### src/verilog/fdc_result_map.vh
// result-status field positions, constant bits and reset values
// assumes inclusion by the floppy result/reset block files
`ifndef FDC_RESULT_MAP_VH
`define FDC_RESULT_MAP_VH
// result byte one bit positions
`define ST1_END_TRACK 7
`define ST1_CRC_FAULT 5
`define ST1_SERVICE_LATE 4
`define ST1_SECTOR_MISSING 2
`define ST1_WRITE_REFUSED 1
`define ST1_ID_LOST 0
// result byte two bit positions
`define ST2_DELETED_MARK 6
`define ST2_PAYLOAD_CRC 5
`define ST2_TRACK_MISMATCH 4
`define ST2_BAD_TRACK 1
`define ST2_DATA_MARK_ABSENT 0
// result byte three bit positions
`define ST3_WRITE_PROTECT 6
`define ST3_ONE_HI 5
`define ST3_OUTER_TRACK 4
`define ST3_ONE_LO 3
`define ST3_HEAD 2
// values
`define BAD_TRACK_NUMBER 8'hff
`define RATE_250K 2'h2
`define ST_CLEAR 8'h00
// result phase byte selection
`define SEL_ST1 2'h1
`define SEL_ST2 2'h2
`define SEL_ST3 2'h3
`endif

### src/verilog/reset_control.v
// reset control: combines pin, power-on, held and self-clearing resets
// assumes all inputs synchronous to clock
`timescale 1ns/1ps
`default_nettype none
`include "fdc_result_map.vh"
module reset_control (
  input wire clock,
  input wire rst_n,
  input wire power_on_reset,
  input wire dor_reset_write,
  input wire dor_reset_value,
  input wire dsr_reset_write,
  output reg hold_reset,
  output wire core_reset,
  output wire hard_reset
);
  reg dsr_pulse;

  // ==========================================================
  // hard reset sources
  assign hard_reset = ~rst_n | power_on_reset;

  // held reset bit and self-clearing pulse
  always @(posedge clock) begin
    if (hard_reset) begin
      hold_reset <= 1'b1;
      dsr_pulse <= 1'b0;
    end else begin
      if (dor_reset_write)
        hold_reset <= dor_reset_value;
      dsr_pulse <= dsr_reset_write;
    end
  end

  // held reset dominates; pulse only adds a cycle
  assign core_reset = hard_reset | hold_reset | dsr_pulse;
endmodule
`default_nettype wire

### src/verilog/status_select.v
// result byte multiplexer for the data register
// assumes selection code from the command sequencer
`timescale 1ns/1ps
`default_nettype none
`include "fdc_result_map.vh"
module status_select (
  input wire [1:0] select,
  input wire [7:0] st1,
  input wire [7:0] st2,
  input wire [7:0] st3,
  output reg [7:0] byte_out
);
  // ==========================================================
  // choose the result byte
  always @* begin
    case (select)
      `SEL_ST1: byte_out = st1;
      `SEL_ST2: byte_out = st2;
      `SEL_ST3: byte_out = st3;
      default: byte_out = `ST_CLEAR;
    endcase
  end
endmodule
`default_nettype wire

### src/verilog/floppy_result_status_and_reset.v
// floppy controller result status bytes and reset control
// assumes events are single-cycle pulses from the command sequencer,
// pins synchronous to clock, host reads via data register in result phase
// How it works
// - past-last-sector or read/write terminal count sets bit 7
// - unused status bits read zero
// - byte three bits 5, 3 read one
// - id or data crc error sets bit 5
// - late service sets overrun bit 4
// - missing sector in a read, bad id, sequence sets bit 2
// - write protect during write sets bit 1
// - no id mark or data mark sets bit 0
// - wrong data mark type sets byte two bit 6
// - data field crc sets byte two bit 5
// - id track differs sets mismatch bit 4
// - differing track equal ff sets bit 1
// - no data mark sets byte two bit 0
// - byte three shows live pin levels
// - pin, power-on, two soft resets, exit powerdown
// - any reset aborts and goes idle
// - reset clears configure, enables polling
// - pin reset spares specify, sets held reset
// - both soft resets reset core identically
// - rate reset self-clears, held reset stays
// - held reset wins over self-clearing reset
// - bytes read through data register in result
// - rate bits kept on soft, 250k on hard
`timescale 1ns/1ps
`default_nettype none
`include "fdc_result_map.vh"
module floppy_result_status_and_reset (
  input wire clock,
  input wire rst_n,
  input wire power_on_reset,
  // host register writes
  input wire dor_reset_write,
  input wire dor_reset_value,
  input wire dsr_write,
  input wire dsr_reset_bit,
  input wire [1:0] dsr_rate,
  input wire configure_write,
  input wire configure_poll_disable,
  input wire specify_write,
  input wire [7:0] specify_value,
  // result phase read
  input wire result_read,
  input wire [1:0] result_select,
  // command sequencer events
  input wire command_start,
  input wire read_data_cmd,
  input wire read_deleted_cmd,
  input wire write_cmd,
  input wire beyond_last_sector,
  input wire transfer_final,
  input wire id_crc_error,
  input wire data_crc_error,
  input wire service_late,
  input wire sector_not_found,
  input wire read_id_error,
  input wire track_sequence_error,
  input wire id_mark_timeout,
  input wire data_mark_missing,
  input wire deleted_mark_found,
  input wire normal_mark_found,
  input wire id_track_valid,
  input wire [7:0] id_track,
  input wire [7:0] current_track,
  input wire power_down_request,
  // drive pins
  input wire write_protect_input,
  input wire outer_track_sense,
  input wire head_line,
  input wire [1:0] drive_select_outputs,
  // outputs
  output reg [7:0] data_out,
  output wire [7:0] result_status_one,
  output wire [7:0] result_status_two,
  output wire [7:0] drive_pin_status,
  output reg [1:0] rate_select,
  output reg [7:0] specify_hold,
  output reg polling_enable,
  output reg power_down,
  output wire core_reset,
  output wire controller_idle,
  output wire reset_held
);
  wire hard_reset;
  wire hold_reset;
  wire [7:0] mux_byte;
  reg end_track, crc_fault_flag, service_late_flag, sector_missing_flag;
  reg write_refused_flag, id_field_lost_flag;
  reg deleted_mark_seen, payload_crc_flag, track_mismatch_flag;
  reg bad_track_flag, data_mark_absent;
  wire track_differs;

  // ==========================================================
  // reset sources
  reset_control u_reset (
    .clock(clock),
    .rst_n(rst_n),
    .power_on_reset(power_on_reset),
    .dor_reset_write(dor_reset_write),
    .dor_reset_value(dor_reset_value),
    .dsr_reset_write(dsr_write & dsr_reset_bit),
    .hold_reset(hold_reset),
    .core_reset(core_reset),
    .hard_reset(hard_reset)
  );
  assign reset_held = hold_reset;
  assign controller_idle = core_reset;

  // ==========================================================
  // rate select, specify values, configure state
  always @(posedge clock) begin
    if (hard_reset)
      rate_select <= `RATE_250K;
    else if (dsr_write)
      rate_select <= dsr_rate;
  end

  // specify settings survive every reset
  always @(posedge clock) begin
    if (specify_write)
      specify_hold <= specify_value;
  end

  // configure state returns to polling on any reset
  always @(posedge clock) begin
    if (core_reset)
      polling_enable <= 1'b1;
    else if (configure_write)
      polling_enable <= ~configure_poll_disable;
  end

  // power down left on any reset
  always @(posedge clock) begin
    if (core_reset)
      power_down <= 1'b0;
    else if (power_down_request)
      power_down <= 1'b1;
  end

  // ==========================================================
  // error flags: cleared at command start, events win over clear
  assign track_differs = id_track_valid & (id_track != current_track);
  always @(posedge clock) begin
    if (core_reset) begin
      end_track <= 1'b0;
      crc_fault_flag <= 1'b0;
      service_late_flag <= 1'b0;
      sector_missing_flag <= 1'b0;
      write_refused_flag <= 1'b0;
      id_field_lost_flag <= 1'b0;
      deleted_mark_seen <= 1'b0;
      payload_crc_flag <= 1'b0;
      track_mismatch_flag <= 1'b0;
      bad_track_flag <= 1'b0;
      data_mark_absent <= 1'b0;
    end else begin
      end_track <= (end_track & ~command_start) | beyond_last_sector
        | (transfer_final & (read_data_cmd | read_deleted_cmd | write_cmd));
      crc_fault_flag <= (crc_fault_flag & ~command_start)
        | id_crc_error | data_crc_error;
      service_late_flag <= (service_late_flag & ~command_start) | service_late;
      sector_missing_flag <= (sector_missing_flag & ~command_start)
        | ((read_data_cmd | read_deleted_cmd) & sector_not_found)
        | read_id_error | track_sequence_error;
      write_refused_flag <= (write_refused_flag & ~command_start)
        | (write_cmd & write_protect_input);
      id_field_lost_flag <= (id_field_lost_flag & ~command_start)
        | id_mark_timeout | data_mark_missing;
      deleted_mark_seen <= (deleted_mark_seen & ~command_start)
        | (read_data_cmd & deleted_mark_found)
        | (read_deleted_cmd & normal_mark_found);
      payload_crc_flag <= (payload_crc_flag & ~command_start) | data_crc_error;
      track_mismatch_flag <= (track_mismatch_flag & ~command_start)
        | track_differs;
      bad_track_flag <= (bad_track_flag & ~command_start)
        | (track_differs & (id_track == `BAD_TRACK_NUMBER));
      data_mark_absent <= (data_mark_absent & ~command_start)
        | data_mark_missing;
    end
  end

  // ==========================================================
  // byte assembly with fixed bits
  assign result_status_one = {end_track, 1'b0, crc_fault_flag, service_late_flag,
    1'b0, sector_missing_flag, write_refused_flag, id_field_lost_flag};
  assign result_status_two = {1'b0, deleted_mark_seen, payload_crc_flag,
    track_mismatch_flag, 2'b00, bad_track_flag, data_mark_absent};
  assign drive_pin_status = {1'b0, write_protect_input, 1'b1, outer_track_sense,
    1'b1, head_line, drive_select_outputs};

  status_select u_select (
    .select(result_select),
    .st1(result_status_one),
    .st2(result_status_two),
    .st3(drive_pin_status),
    .byte_out(mux_byte)
  );

  // data register output, loaded on result read
  always @(posedge clock) begin
    if (core_reset)
      data_out <= `ST_CLEAR;
    else if (result_read)
      data_out <= mux_byte;
  end
endmodule
`default_nettype wire

### config.mk
export PLATFORM = sky130hd
export DESIGN_NAME = floppy_result_status_and_reset
export DESIGN_NICKNAME = d
export VERILOG_FILES = /design/src/verilog/reset_control.v /design/src/verilog/status_select.v /design/src/verilog/floppy_result_status_and_reset.v
export VERILOG_INCLUDE_DIRS = /design/src /design/src/verilog
export SDC_FILE = /design/constraint.sdc
export NUM_CORES = 1
export LEC_CHECK = 0
export ABC_AREA = 0
export BUFFER_PORTS_ARGS = -buffer_cell sky130_fd_sc_hd__clkbuf_2
export CAP_MARGIN = 20
export CORE_MARGIN = 2
export CORE_UTILIZATION = 41
export DETAILED_ROUTE_END_ITERATION = 16
export GPL_TIMING_DRIVEN = 0
export PLACE_DENSITY = 0.75
export SYNTH_ARGS = -nofsm -noshare
export SYNTH_HDL_FRONTEND = slang
export SYNTH_HIERARCHICAL = 1
export SYNTH_SLANG_ARGS = --single-unit
### constraint.sdc
create_clock -name clock -period 1.7 [get_ports clock]
set_input_delay 0.34 -clock clock [delete_from_list [all_inputs] [get_ports clock]]
set_output_delay 0.34 -clock clock [all_outputs]
set_load 0.005 [all_outputs]
# Yosys cells after proc, flatten, opt, wreduce, memory -nomap -nowiden
# Index checks and enable logic that the tools add are counted.
# W data, S select, Z words.
[word_totals]
wordCells = 68
regBits = 33
input_bits = 62
output_inout_bits = 47
[op_classes]
n_eq_ne = 5
muxes = 1
bitwise = 44
[ops]
columns = ["cell", "count"]
rows = [
  ["$pmux W8 S3", 1],
  ["$or A1 B1 Y1", 22],
  ["$and A1 B1 Y1", 19],
  ["$eq A8 B8 Y1 const B", 1],
  ["$ne A8 B8 Y1", 1],
  ["$eq A2 B2 Y1 const B", 2],
  ["$not A1 Y1", 3],
  ["$eq A2 B1 Y1 const B", 1],
]

# Depth between registers and ports, before layout
# Gate-level depths: netlist (run 1).
[logic_depth]
depth_word = 5
ltp_mapped = 6
ltp_nobuf = 5

# By module
# Netlist (run 1), hierarchy kept.
[modules_own_cells]
columns = ["module", "cells_per_inst", "seq_area_each_um2", "area_each_um2", "n_inst"]
rows = [
  ["floppy_result_status_and_reset", 126, 700.7, 1333.8, 1],
  ["status_select", 20, 0.0, 191.4, 1],
  ["reset_control", 8, 40.0, 83.8, 1],
]

# Worst setup path after synthesis (run 1)
# No wires, ideal clock.
[synth_timing]
path_kind = "in2reg"
from = "input power_on_reset"
to = "register crc_fault_flag"
slack_ns = 0.354
required_ns = 1.636
stages = 5
arrival_time_ns = 1.282
setup_ns = 0.064
path_buffers = 2
path_cell_list = "nand2b_4 -> or3_1 -> buf_2 -> buf_2 -> nor2_1"
[synth_via]
elab_chain_len = 3
[synth_lines]
columns = ["element", "line", "rtl"]
rows = [
  ["start, declared", "floppy_result_status_and_reset.v:34", "input wire power_on_reset,"],
  ["$or A1 B1 Y1", "reset_control.v:21", "assign hard_reset = ~rst_n | power_on_reset;"],
  ["$or A1 B1 Y1 (2 in series)", "reset_control.v:36", "assign core_reset = hard_reset | hold_reset | dsr_pulse;"],
  ["net controller_idle", "floppy_result_status_and_reset.v:84", "output wire controller_idle,"],
  ["end signal, assigned", "floppy_result_status_and_reset.v:162", "crc_fault_flag <= (crc_fault_flag & ~command_start)"],
  ["end, declared", "floppy_result_status_and_reset.v:90", "reg end_track, crc_fault_flag, service_late_flag, sector_missing_flag;"],
]
# The timed path passes the listed nets, and every way through them passes these cells.
# A chain may end at the register's enable or synchronous reset.

# Final worst setup path (run 1)
[layout_timing]
from = "register u_reset.hold_reset"
to = "output core_reset"
[layout_via]
elab_chain_len = 2
[layout_lines]
columns = ["element", "line", "rtl"]
rows = [
  ["start, declared", "reset_control.v:13", "output reg hold_reset,"],
  ["start signal, assigned", "reset_control.v:30", "hold_reset <= dor_reset_value;"],
  ["$or A1 B1 Y1 (2 in series)", "reset_control.v:36", ""],
  ["end, declared", "floppy_result_status_and_reset.v:83", "output wire core_reset,"],
]
# Every way passes these cells.

==> results of run 1 <==
-- report_power, final --
group | total [uW] | leakage [uW] | switching, uW | internal [uW]
clock network | 553 | 0.0000399 | 268 | 285
logic | 250 | 0.000869 | 107 | 144
registers | 834 | 0.000280 | 7.42 | 827
total | 1640 | 0.00119 | 382 | 1260
-- layer usage --
metal	vias up	routed length [um]
met5	-	0
met4	0	56
met3	7	324
met2	63	1790
met1	661	1480
li1	735	-
-- worst min path at each step --
stage,startpoint,to
floorplan,specify_value[0],specify_hold[0]$_DFFE_PP_
global placement,power_down$_SDFFE_PP0P_,power_down$_SDFFE_PP0P_
detailed placement,track_mismatch_flag$_SDFF_PP0_,track_mismatch_flag$_SDFF_PP0_
CTS,specify_value[0],specify_hold[0]$_DFFE_PP_
global route,specify_value[1],specify_hold[1]$_DFFE_PP_
finish,specify_value[0],specify_hold[0]$_DFFE_PP_
-- cells in the final DEF (no fill, tap or decap), drive strengths merged, types with 2 or more instances in the layout --
cell,n
a211oi,3
o21ai,2
dfxtp,25
conb,16
nand4,2
xor2,8
mux2,8
a22o,9
mux2i,9
nand2b,3
a211o,2
nor2b,3
a21oi,7
clkinv,2
buf,31
nor4,2
edfxtp,8
nor2,21
clkbuf,104
-- worst reg2reg max path: cells and delay by family, from the launching register on --
kind / cells / cell delay (ns)
simple gates: 2 / 0.55
buf+inv: 2 / 0.43
flops: 1 / 0.31
-- stage by stage --
step	hold WS (ns)	cells	cell area [um^2]	setup WS [ns]	power (uW)
3_5_place_dp	0.472	313	2210	0.108	1100
3_3_place_gp	0.445	313	2210	0.138	1100
2_1_floorplan	0.439	168	1660	0.354	980
6_report	0.233	321	2290	0.0882	1640
4_1_cts	0.221	321	2290	0.0697	1660
5_1_grt	0.222	321	2290	0.0175	1720
-- synthesized netlist by cell type (2+ instances only) --
cell                       count  area (um^2)
sky130_fd_sc_hd__nor4_2        2         25.0
sky130_fd_sc_hd__nand4_1       2         12.5
sky130_fd_sc_hd__mux2_2        7         78.8
sky130_fd_sc_hd__edfxtp_1      8          240
sky130_fd_sc_hd__nand2b_1      2         12.5
sky130_fd_sc_hd__conb_1        2         7.51
sky130_fd_sc_hd__a211oi_1      3         22.5
sky130_fd_sc_hd__nor2b_1       3         18.8
sky130_fd_sc_hd__xor2_1        8         70.1
sky130_fd_sc_hd__a21oi_1       7         35.0
sky130_fd_sc_hd__o21ai_0       2         10.0
sky130_fd_sc_hd__dfxtp_1      25          500
sky130_fd_sc_hd__nor2_1       21         78.8
sky130_fd_sc_hd__buf_4        25          188
sky130_fd_sc_hd__a22o_1        9         78.8
sky130_fd_sc_hd__buf_2         5         25.0
sky130_fd_sc_hd__mux2i_1       9         90.1
-- layout make-up --
type                       instances  area [um^2]
fill                             357         1430
sequential                        33          741
multi-input combinational        102          689
timing repair buffer              97          485
buffer                            31          224
clock buffer                       7         76.3
tap                               48         60.1
inverter                           2         7.51
clock inverter                     1         3.75
-- logic make-up after synthesis --
family / Yosys count / share of synthesized area, %
DFF: 33 / 46.0
other: 2 / 0.467
and+or+nand+nor: 34 / 11.0
AOI/OAI and AO/OA: 27 / 12.3
buffers and inverters: 33 / 14.4
muxes: 17 / 11.4
xor gates and xnor gates: 8 / 4.35
==> metrics.md, run 1 <==
| Metric | Value |
|---|---|
| Result of the run | completed |
| CTS root buffer | sky130_fd_sc_hd__clkbuf_8 |
| Power density cells | between 700 and 800 nW/um^2 |
| Crit path required time | about 1.4 ns |
| Met2 track utilization from global routing | between 30% and 40% |
| Fraction of final layout cells with drive strength greater than 1 | 53.1% |
| Relative area change from synthesis to final layout | 42.1% |
| Static leakage power | about 0.0012 uW |
| Post-CTS sizing | 0 |
| Crit-path max FO | 5 |
| Maximum clock rate | between 600 and 700 MHz |
| Final critical-path share of the clock period | between 90 and 100% |
| Reg-to-reg critical path startpoint | u_reset/hold_reset$_SDFFE_PP1P_ |
| Clock sinks | 33 |
| Number of buffers on the longest clock path | 2 |
| Worst-path cell chain | or3_1 > buf_4 > clkbuf_2 |
| Number of vias in the routed layout | 1,466 |
| Buf/Inv on CP | 2 |
| Detailed-placement wirelength estimate | approximately 2900 um |
| CTS tree | built |
| Seq/Total Area, Yosys | 46.0% |
| Critical Path Slowest Stage Cell | sky130_fd_sc_hd__or3_1 |
| Largest net degree at the start of global routing | 11 |
| Number of post-CTS setup repair buffers | 0 |
| Clock buffers created by TritonCTS | 5 |
| Final design utilization | between 60% and 70% |
| Source of the critical timing path | u_reset/hold_reset$_SDFFE_PP1P_ |
| Overall global routing resource usage | ~18% |
| CTS hold repair buffers | 0 |
| Number of pins with negative max-slew slack in the final report | 0 |
| Path length in cells of the critical path | 3 |
| DRT Wirelength | approximately 3700 um |
| Final weighted congestion in routability-driven placement | 0.660 |
| Final hold vios | 0 |
| Async SR Flop Fraction | 0% |
| DRT iter0 DRCs | 67 |
| Count of nets after finishing | around 330 |
| DR WL/cell | 11.4 um |
| Number of antenna violations at the first check in global routing | 0 |
| Total negative setup slack | 0 ns |
| Number of global-route vias before repair | around 1,300 |
| Met1 GRT Util | between 10% and 20% |
| Largest registers | data_out: 8 flops, specify_hold: 8 flops, rate_select: 2 flops |
| IR Drop Worst-Case VDD | between 0.0003 and 0.0004 V |
| Number of placement rows | 22 |
| Unrepaired setup endpoints after global routing | false |
| Antenna-violating nets left | 0 |
| TritonRoute pass-1 iters | 4 |
| Endpoint of the worst register-to-register path | power_down$_SDFFE_PP0P_ |
| Standard cell core area | 3720 um^2 |
| Port buffer count | between 90 and 100 |
| Worst Hold Class | input port to flip-flop |
| Grt total ovfl | 0 |
| Ports placed on the boundary | ~110 |
| Data arrival, critical path | 1.27 ns |
| Distinct cells, synth | 31 |
| Height of the die | 66.6 um |
| Number of warnings reported in the yosys synthesis log | 6 |
| Worst setup path endpoint | core_reset |
| Number of violations of the max-capacitance limit | 0 |
| DRC viols | 0 |
| Mapped cell area | roughly 1600 um^2 |
| Worst Setup End Kind | output port |
| Number of flip-flops and latches in the synthesized netlist | 33 |
| Clock network latency to the later pin of the worst-skew pair | 0.28 ns |
| Register-to-Register Path Depth | 4 |
| Crit path kind | flip-flop to output port |
| Final setup violating endpoints | 0 |
| Clk slew on worst S/H paths | approximately 0.060 ns |
| Primary flip-flop cell chosen by synthesis mapping | sky130_fd_sc_hd__dfxtp_1 |
| H-tree levels | 2 |
| Number of cells traversed by the worst hold path | 1 |
| Clock skew | roughly 0.005 ns |
| Number of diodes added for antenna fixing | 0 |
| Area of the die | between 4000 and 5000 um^2 |
| Post-synthesis cell count | roughly 150 |
| Number of enable-type register cells in the synthesized netlist | 8 |
| Critical Path Source Type | flip-flop |
| Syn avg cell area | about 10 um^2 |
| Crit-path max cell delay | approximately 0.43 ns |
| First-pass GRT wire length | 5750 um |
| Final Critical Period | roughly 1.6 ns |
| Register-to-register path setup slack | 0.35 ns |
| Busiest grt layer | met2 |
| M3 GR Usage | around 5.2% |
| CP delay by family, top | simple AND/OR/NAND/NOR gates |
| Detail-routed via count per cell | about 4.6 |
| Starting density of the core | between 40% and 50% |
| Die span in x | between 60 and 70 um |
Power figures use the tool's default switching activity.
==> run 2, diff against run 1 <==
- CORE_UTILIZATION: 41 -> 40
- SYNTH_HIERARCHICAL: 1 -> not set
==> metrics.md, run 2 <==
| Metric | Value |
|---|---|
| Result of the run | completed |
| Power density cells | between 700 and 800 nW/um^2 |
| Fillers | 364 |
| Clock network latency to the later pin of the worst-skew pair | between 0.2 and 0.3 ns |
| Number of buffers on the longest clock path | 2 |
| Cell count after placement | between 300 and 400 |
| Post-synthesis cell count | about 150 |
| Count of nets after finishing | roughly 330 |
| Worst hold-check slack | 0.232 ns |
| Detail-routed via count per cell | ~4.5 |
| Worst-path cell chain | clkbuf_2 > nand2b_4 > or3_4 > buf_4 > clkbuf_2 |
| Clk slew on worst S/H paths | approximately 0.070 ns |
| Final Critical Period | roughly 1.6 ns |
| Starting density of the core | between 40 and 50% |
| Final setup violating endpoints | 0 |
| Crit path required time | roughly 1.4 ns |
| Relative area change from synthesis to final layout | 43.7% |
| Total negative setup slack | 0 ns |
| DRC viols | 0 |
| Final hold vios | 0 |
| Worst Hold Class | input port to flip-flop |
| IR Drop Worst-Case VDD | between 0.0005 and 0.0006 V |
| CTS tree | built |
| CTS root buffer | sky130_fd_sc_hd__clkbuf_8 |
| DRT iter0 DRCs | just over 50 |
| Seq/Total Area, Yosys | between 40% and 50% |
| Standard cell core area | 3630 um^2 |
| First-pass GRT wire length | about 5300 um |
| Static leakage power | between 0.001 and 0.0015 uW |
| Final critical-path share of the clock period | a little under 100% |
| Area of the die | 4290 um^2 |
| Number of vias in the routed layout | about 1,400 |
| Async SR Flop Fraction | 0% |
| Buf/Inv on CP | 3 |
| Number of diodes added for antenna fixing | 0 |
| TritonRoute pass-1 iters | 4 |
| Antenna-violating nets left | 0 |
| Crit path kind | input port to output port |
| Share of Yosys cell area claimed by the top area cell type | 33.1% |
| Top post-synthesis cells by count | 26 x sky130_fd_sc_hd__buf_4, 25 x sky130_fd_sc_hd__dfxtp_1, 18 x sky130_fd_sc_hd__a21oi_1 |
| Worst Slack Setup Final | between 0.06 and 0.07 ns |
| Most frequent cells in the layout | 100 x sky130_fd_sc_hd__clkbuf_2, 26 x sky130_fd_sc_hd__buf_4, 25 x sky130_fd_sc_hd__dfxtp_1 |
| Number of flip-flops and latches in the synthesized netlist | 33 |
| Height of the die | 65.5 um |
| Leading cell types by total area after synthesis | sky130_fd_sc_hd__dfxtp_1 33%, sky130_fd_sc_hd__edfxtp_1 16%, sky130_fd_sc_hd__buf_4 13% |
| Number of violations of the max-capacitance limit | 0 |
| CP delay by family, top | simple AND/OR/NAND/NOR gates |
| Overall global routing resource usage | between 10% and 20% |
| H-tree levels | 2 |
| Number of global-route vias before repair | 1,285 |
| DR WL/cell | 10.9 um |
| Critical Path Slowest Stage Cell | sky130_fd_sc_hd__or3_4 |
| Largest net degree at the start of global routing | 15 |
| Detailed-placement wirelength estimate | 2780 um |
| Number of pins with negative max-slew slack in the final report | 0 |
| Unrepaired setup endpoints after global routing | false |
| Number of antenna violations at the first check in global routing | 0 |
| Crit path top cell by count | sky130_fd_sc_hd__clkbuf_2 |
| Crit-path max cell delay | approximately 0.47 ns |
| Clock skew | between 0.006 and 0.007 ns |
| Clock buffers created by TritonCTS | 5 |
| Syn avg cell area | approximately 9.8 um^2 |
| Fraction of final layout cells with drive strength greater than 1 | 52.1% |
| Crit-path max FO | 14 |
| Data arrival, critical path | 1.30 ns |
| Number of enable-type register cells in the synthesized netlist | 8 |
| Number of standard cells in the layout, taps in and fillers out | about 320 |
| Final weighted congestion in routability-driven placement | 0.735 |
| Ports placed on the boundary | 109 |
| Distinct cells, synth | 32 |
| Count leader, synth | sky130_fd_sc_hd__buf_4 |
| Most common cell after layout, fill and taps aside | sky130_fd_sc_hd__clkbuf_2 |
| Grt total ovfl | 0 |
| Number of warnings reported in the yosys synthesis log | 0 |
| Clock sinks | 33 |
| Port buffer count | 100 |
| Largest registers | data_out: 8 flops, specify_hold: 8 flops, rate_select: 2 flops |
| Worst-case setup slack after placement | -0.00504 ns |
| Primary flip-flop cell chosen by synthesis mapping | sky130_fd_sc_hd__dfxtp_1 |
| Cell taking the most area after synthesis | sky130_fd_sc_hd__dfxtp_1 |
| CTS hold repair buffers | 0 |
| Maximum clock rate | a little over 600 MHz |
| Number of placement rows | 22 |
| Die span in x | 65.5 um |
| DRT Wirelength | ~3400 um |
| Critical Path Source Type | input port |
| Worst Setup End Kind | output port |
| Post-CTS sizing | 0 |
| Mapped cell area | between 1500 and 2000 um^2 |
[run 2: worst register-to-register path, stage by stage, from the launching register on]
cell and delay (ns):
sky130_fd_sc_hd__dfxtp_1 0.30, sky130_fd_sc_hd__or3_4 0.45, sky130_fd_sc_hd__buf_2 0.23, sky130_fd_sc_hd__nand2b_1 0.16
[run 2: stage by stage]
| step | cell area, um^2 | utilization [%] | total power (uW) |
|---|---|---|---|
| after floorplan | 1530 | - | 948 |
| after global placement | 2090 | 57.6 | 1070 |
| after detailed placement | 2090 | 57.6 | 1070 |
| after CTS | 2170 | 59.8 | 1620 |
| after global routing | 2170 | 59.8 | 1690 |
| final | 2170 | 59.8 | 1600 |
[run 2: metal layers]
metal	GRT usage [%]	wire length (um)	share of wire [%]	up-vias
met5	0	0	0	-
met4	7.55	50	1.5	0
met3	5.82	276	8.0	7
met2	29.1	1730	50	55
met1	16.8	1380	40	626
li1	-	-	-	724
[run 2: kinds of logic after synthesis]
group	after synthesis	share of synthesized area (%)
and+or+nand+nor	38	12.4
DFF	33	49.0
buffers and inverters	33	14.8
AOI/OAI and AO/OA	32	13.2
xor gates and xnor gates	8	4.64
muxes	8	5.46
other	2	0.497
[run 2: power by group]
part,total [uW],internal (uW),switching [uW]
Clock,550,283,266
Combinational,221,124,97.4
Sequential,832,825,6.30
Total,1600,1230,370
[run 2: area by class of cell]
class | count | area [um^2] | share of cell area [%]
Timing Repair Buffer | 100 | 500 | 23.0
Tap cell | 48 | 60.1 | 2.76
Inverter | 3 | 11.3 | 0.518
Multi-Input combinational cell | 94 | 569 | 26.2
Buffer | 29 | 208 | 9.56
Sequential cell | 33 | 741 | 34.1
Clock buffer | 6 | 72.6 | 3.34
Clock inverter | 2 | 10.0 | 0.461
[run 2: worst paths after layout]
check                                    start                          end  slack (ns)  depth (start not counted)
setup reg to reg  u_reset.dsr_pulse$_SDFF_PP0_  polling_enable$_SDFFE_PP1P_        0.47                          3
hold reg to reg       data_out[6]$_SDFFE_PP0P_     data_out[6]$_SDFFE_PP0P_        0.47                          2
setup / recovery                power_on_reset                   core_reset        0.06                          5
hold / removal                specify_value[6]    specify_hold[6]$_DFFE_PP_        0.23                          1
[run 2: what timing repair did]
| item | CTS | global route |
|---|---|---|
| pin swaps | 0 | 1 |
| setup endpoints to repair | 1 | 1 |
| buffers inserted | 0 | 0 |
==> run 3, diff against run 2 <==
--- a/config.mk
+++ b/config.mk
@@ -11,7 +11,6 @@
 export CAP_MARGIN = 20
-export CORE_MARGIN = 2
-export CORE_UTILIZATION = 40
+export CORE_UTILIZATION = 43
 export DETAILED_ROUTE_END_ITERATION = 16
 export GPL_TIMING_DRIVEN = 0
-export PLACE_DENSITY = 0.75
+export PLACE_DENSITY = 0.8
 export SYNTH_ARGS = -nofsm -noshare
==> constraint.sdc (replaced) <==
create_clock -name clock -period 2 [get_ports clock]
set_input_delay 0.1 -clock clock [delete_from_list [all_inputs] [get_ports clock]]
set_output_delay 0.1 -clock clock [all_outputs]
set_load 0.005 [all_outputs]
==> metrics.md, run 3 (synthesis gave the netlist of run 2 again) <==
| Metric | Value |
|---|---|
| CTS tree | built |
| Static leakage power | 0.00117 uW |
| Data arrival, critical path | between 2 and 2.5 ns |
| H-tree levels | 2 |
| Port buffer count | 100 |
| Worst hold-check slack | between 0.001 and 0.0015 ns |
| Largest net degree at the start of global routing | 12 |
| Post-CTS sizing | 0 |
| Number of vias in the routed layout | 1,503 |
| Number of violations of the max-capacitance limit | 0 |
| Area of the die | 3760 um^2 |
| Clock skew | around 0.008 ns |
| Clock sinks | 33 |
| CTS root buffer | sky130_fd_sc_hd__clkbuf_4 |
| Number of pins with negative max-slew slack in the final report | 0 |
| Final weighted congestion in routability-driven placement | ~0.73 |
| Crit path kind | input port to flip-flop |
| Final Critical Period | around 1.8 ns |
| Largest registers | data_out: 8 flops, specify_hold: 8 flops, rate_select: 2 flops |
| Standard cell core area | about 3400 um^2 |
| Power density cells | approximately 550 nW/um^2 |
| Clock buffers created by TritonCTS | 5 |
| Maximum clock rate | about 550 MHz |
| DRC viols | 0 |
| DRT iter0 DRCs | 55 |
| Final critical-path share of the clock period | between 90% and 100% |
| Overall global routing resource usage | roughly 20% |
| Final hold vios | 0 |
| Most common cell after layout, fill and taps aside | sky130_fd_sc_hd__clkbuf_2 |
| Starting density of the core | ~45% |
| Clock network latency to the later pin of the worst-skew pair | about 0.32 ns |
| Number of global-route vias before repair | between 1,000 and 1,500 |
| CTS hold repair buffers | 18 |
| Grt total ovfl | 0 |
| Antenna-violating nets left | 0 |
| Ports placed on the boundary | around 110 |
| Number of diodes added for antenna fixing | 0 |
| DRT Wirelength | roughly 3800 um |
| Detailed-placement wirelength estimate | approximately 2600 um |
| Crit-path max FO | 1 |
| Number of standard cells in the layout, taps in and fillers out | ~330 |
| Number of buffers on the longest clock path | 2 |
| Number of placement rows | 21 |
| Worst Setup End Kind | flip-flop |
| Cell count after placement | 306 |
| Crit path required time | 2.21 ns |
| Worst Hold Class | input port to flip-flop |
| Fraction of final layout cells with drive strength greater than 1 | roughly half |
| Result of the run | completed |
| Most frequent cells in the layout | 100 x sky130_fd_sc_hd__clkbuf_2, 26 x sky130_fd_sc_hd__buf_4, 25 x sky130_fd_sc_hd__dfxtp_1 |
| Number of antenna violations at the first check in global routing | 0 |
| Total negative setup slack | 0 ns |
| TritonRoute pass-1 iters | 6 |
| Unrepaired setup endpoints after global routing | false |
| Detail-routed via count per cell | approximately 4.5 |
| Count of nets after finishing | approximately 350 |
| Height of the die | 61.3 um |
| Critical Path Source Type | input port |
| First-pass GRT wire length | 5470 um |
| Die span in x | about 60 um |
| Final setup violating endpoints | 0 |
| Relative area change from synthesis to final layout | 53.7% |
| Clk slew on worst S/H paths | 0.10 ns |
| Number of post-CTS setup repair buffers | 0 |
| DR WL/cell | 11.3 um |
| IR Drop Worst-Case VDD | between 0.0003 and 0.0004 V |
==> run 3: through the flow <==
stage               total power [uW]  setup WS, ns  util [%]  area (um^2)
finish                          1270         0.175      69.1         2320
detailed placement               910         0.720      62.2         2090
global route                    1350         0.133      69.1         2320
floorplan                        806         0.876         -         1530
CTS                             1290         0.237      69.1         2320
global placement                 906         0.721      62.2         2090
==> run 3: cell type report <==
cell class / count / area, um^2
buffer: 30 / 213
clock buffer: 6 / 41.3
clock inverter: 2 / 10.0
fill: 283 / 1040
inverter: 3 / 11.3
multi-input combinational: 94 / 569
sequential: 33 / 741
tap: 46 / 57.6
timing repair buffer: 118 / 681
==> run 3: path summary, 6_finish.rpt <==
path | startpoint | endpoint | slack [ns] | cells past startpoint
min reg2reg | data_out[2]$_SDFFE_PP0P_ | data_out[2]$_SDFFE_PP0P_ | 0.47 | 2
max reg2reg | u_reset.hold_reset$_SDFFE_PP1P_ | u_reset.hold_reset$_SDFFE_PP1P_ | 0.24 | 4
min | data_crc_error | crc_fault_flag$_SDFF_PP0_ | 0.001 | 3
max | dor_reset_value | u_reset.hold_reset$_SDFFE_PP1P_ | 0.18 | 6
==> run 3: worst max-delay path: stages <==
cell	delay, ns
sky130_fd_sc_hd__dlygate4sd3_1	0.53
sky130_fd_sc_hd__clkbuf_2	0.10
sky130_fd_sc_hd__mux2i_1	0.13
sky130_fd_sc_hd__dlygate4sd3_1	0.57
sky130_fd_sc_hd__nand2_1	0.05
sky130_fd_sc_hd__dlygate4sd3_1	0.55
==> run 3: per-layer routing <==
metal | vias up | part of all wire (%) | track usage (%)
met3 | 7 | 8.6 | 6.30
met1 | 653 | 41 | 21.7
li1 | 766 | - | -
met5 | - | 0 | 0
met2 | 77 | 49 | 36.3
met4 | 0 | 1.6 | 8.44
==> run 3: report_power, final <==
group,switching [uW],leakage (uW),internal [uW]
registers,7.14,0.000280,701
logic,90.9,0.000860,128
clock network,214,0.0000320,134
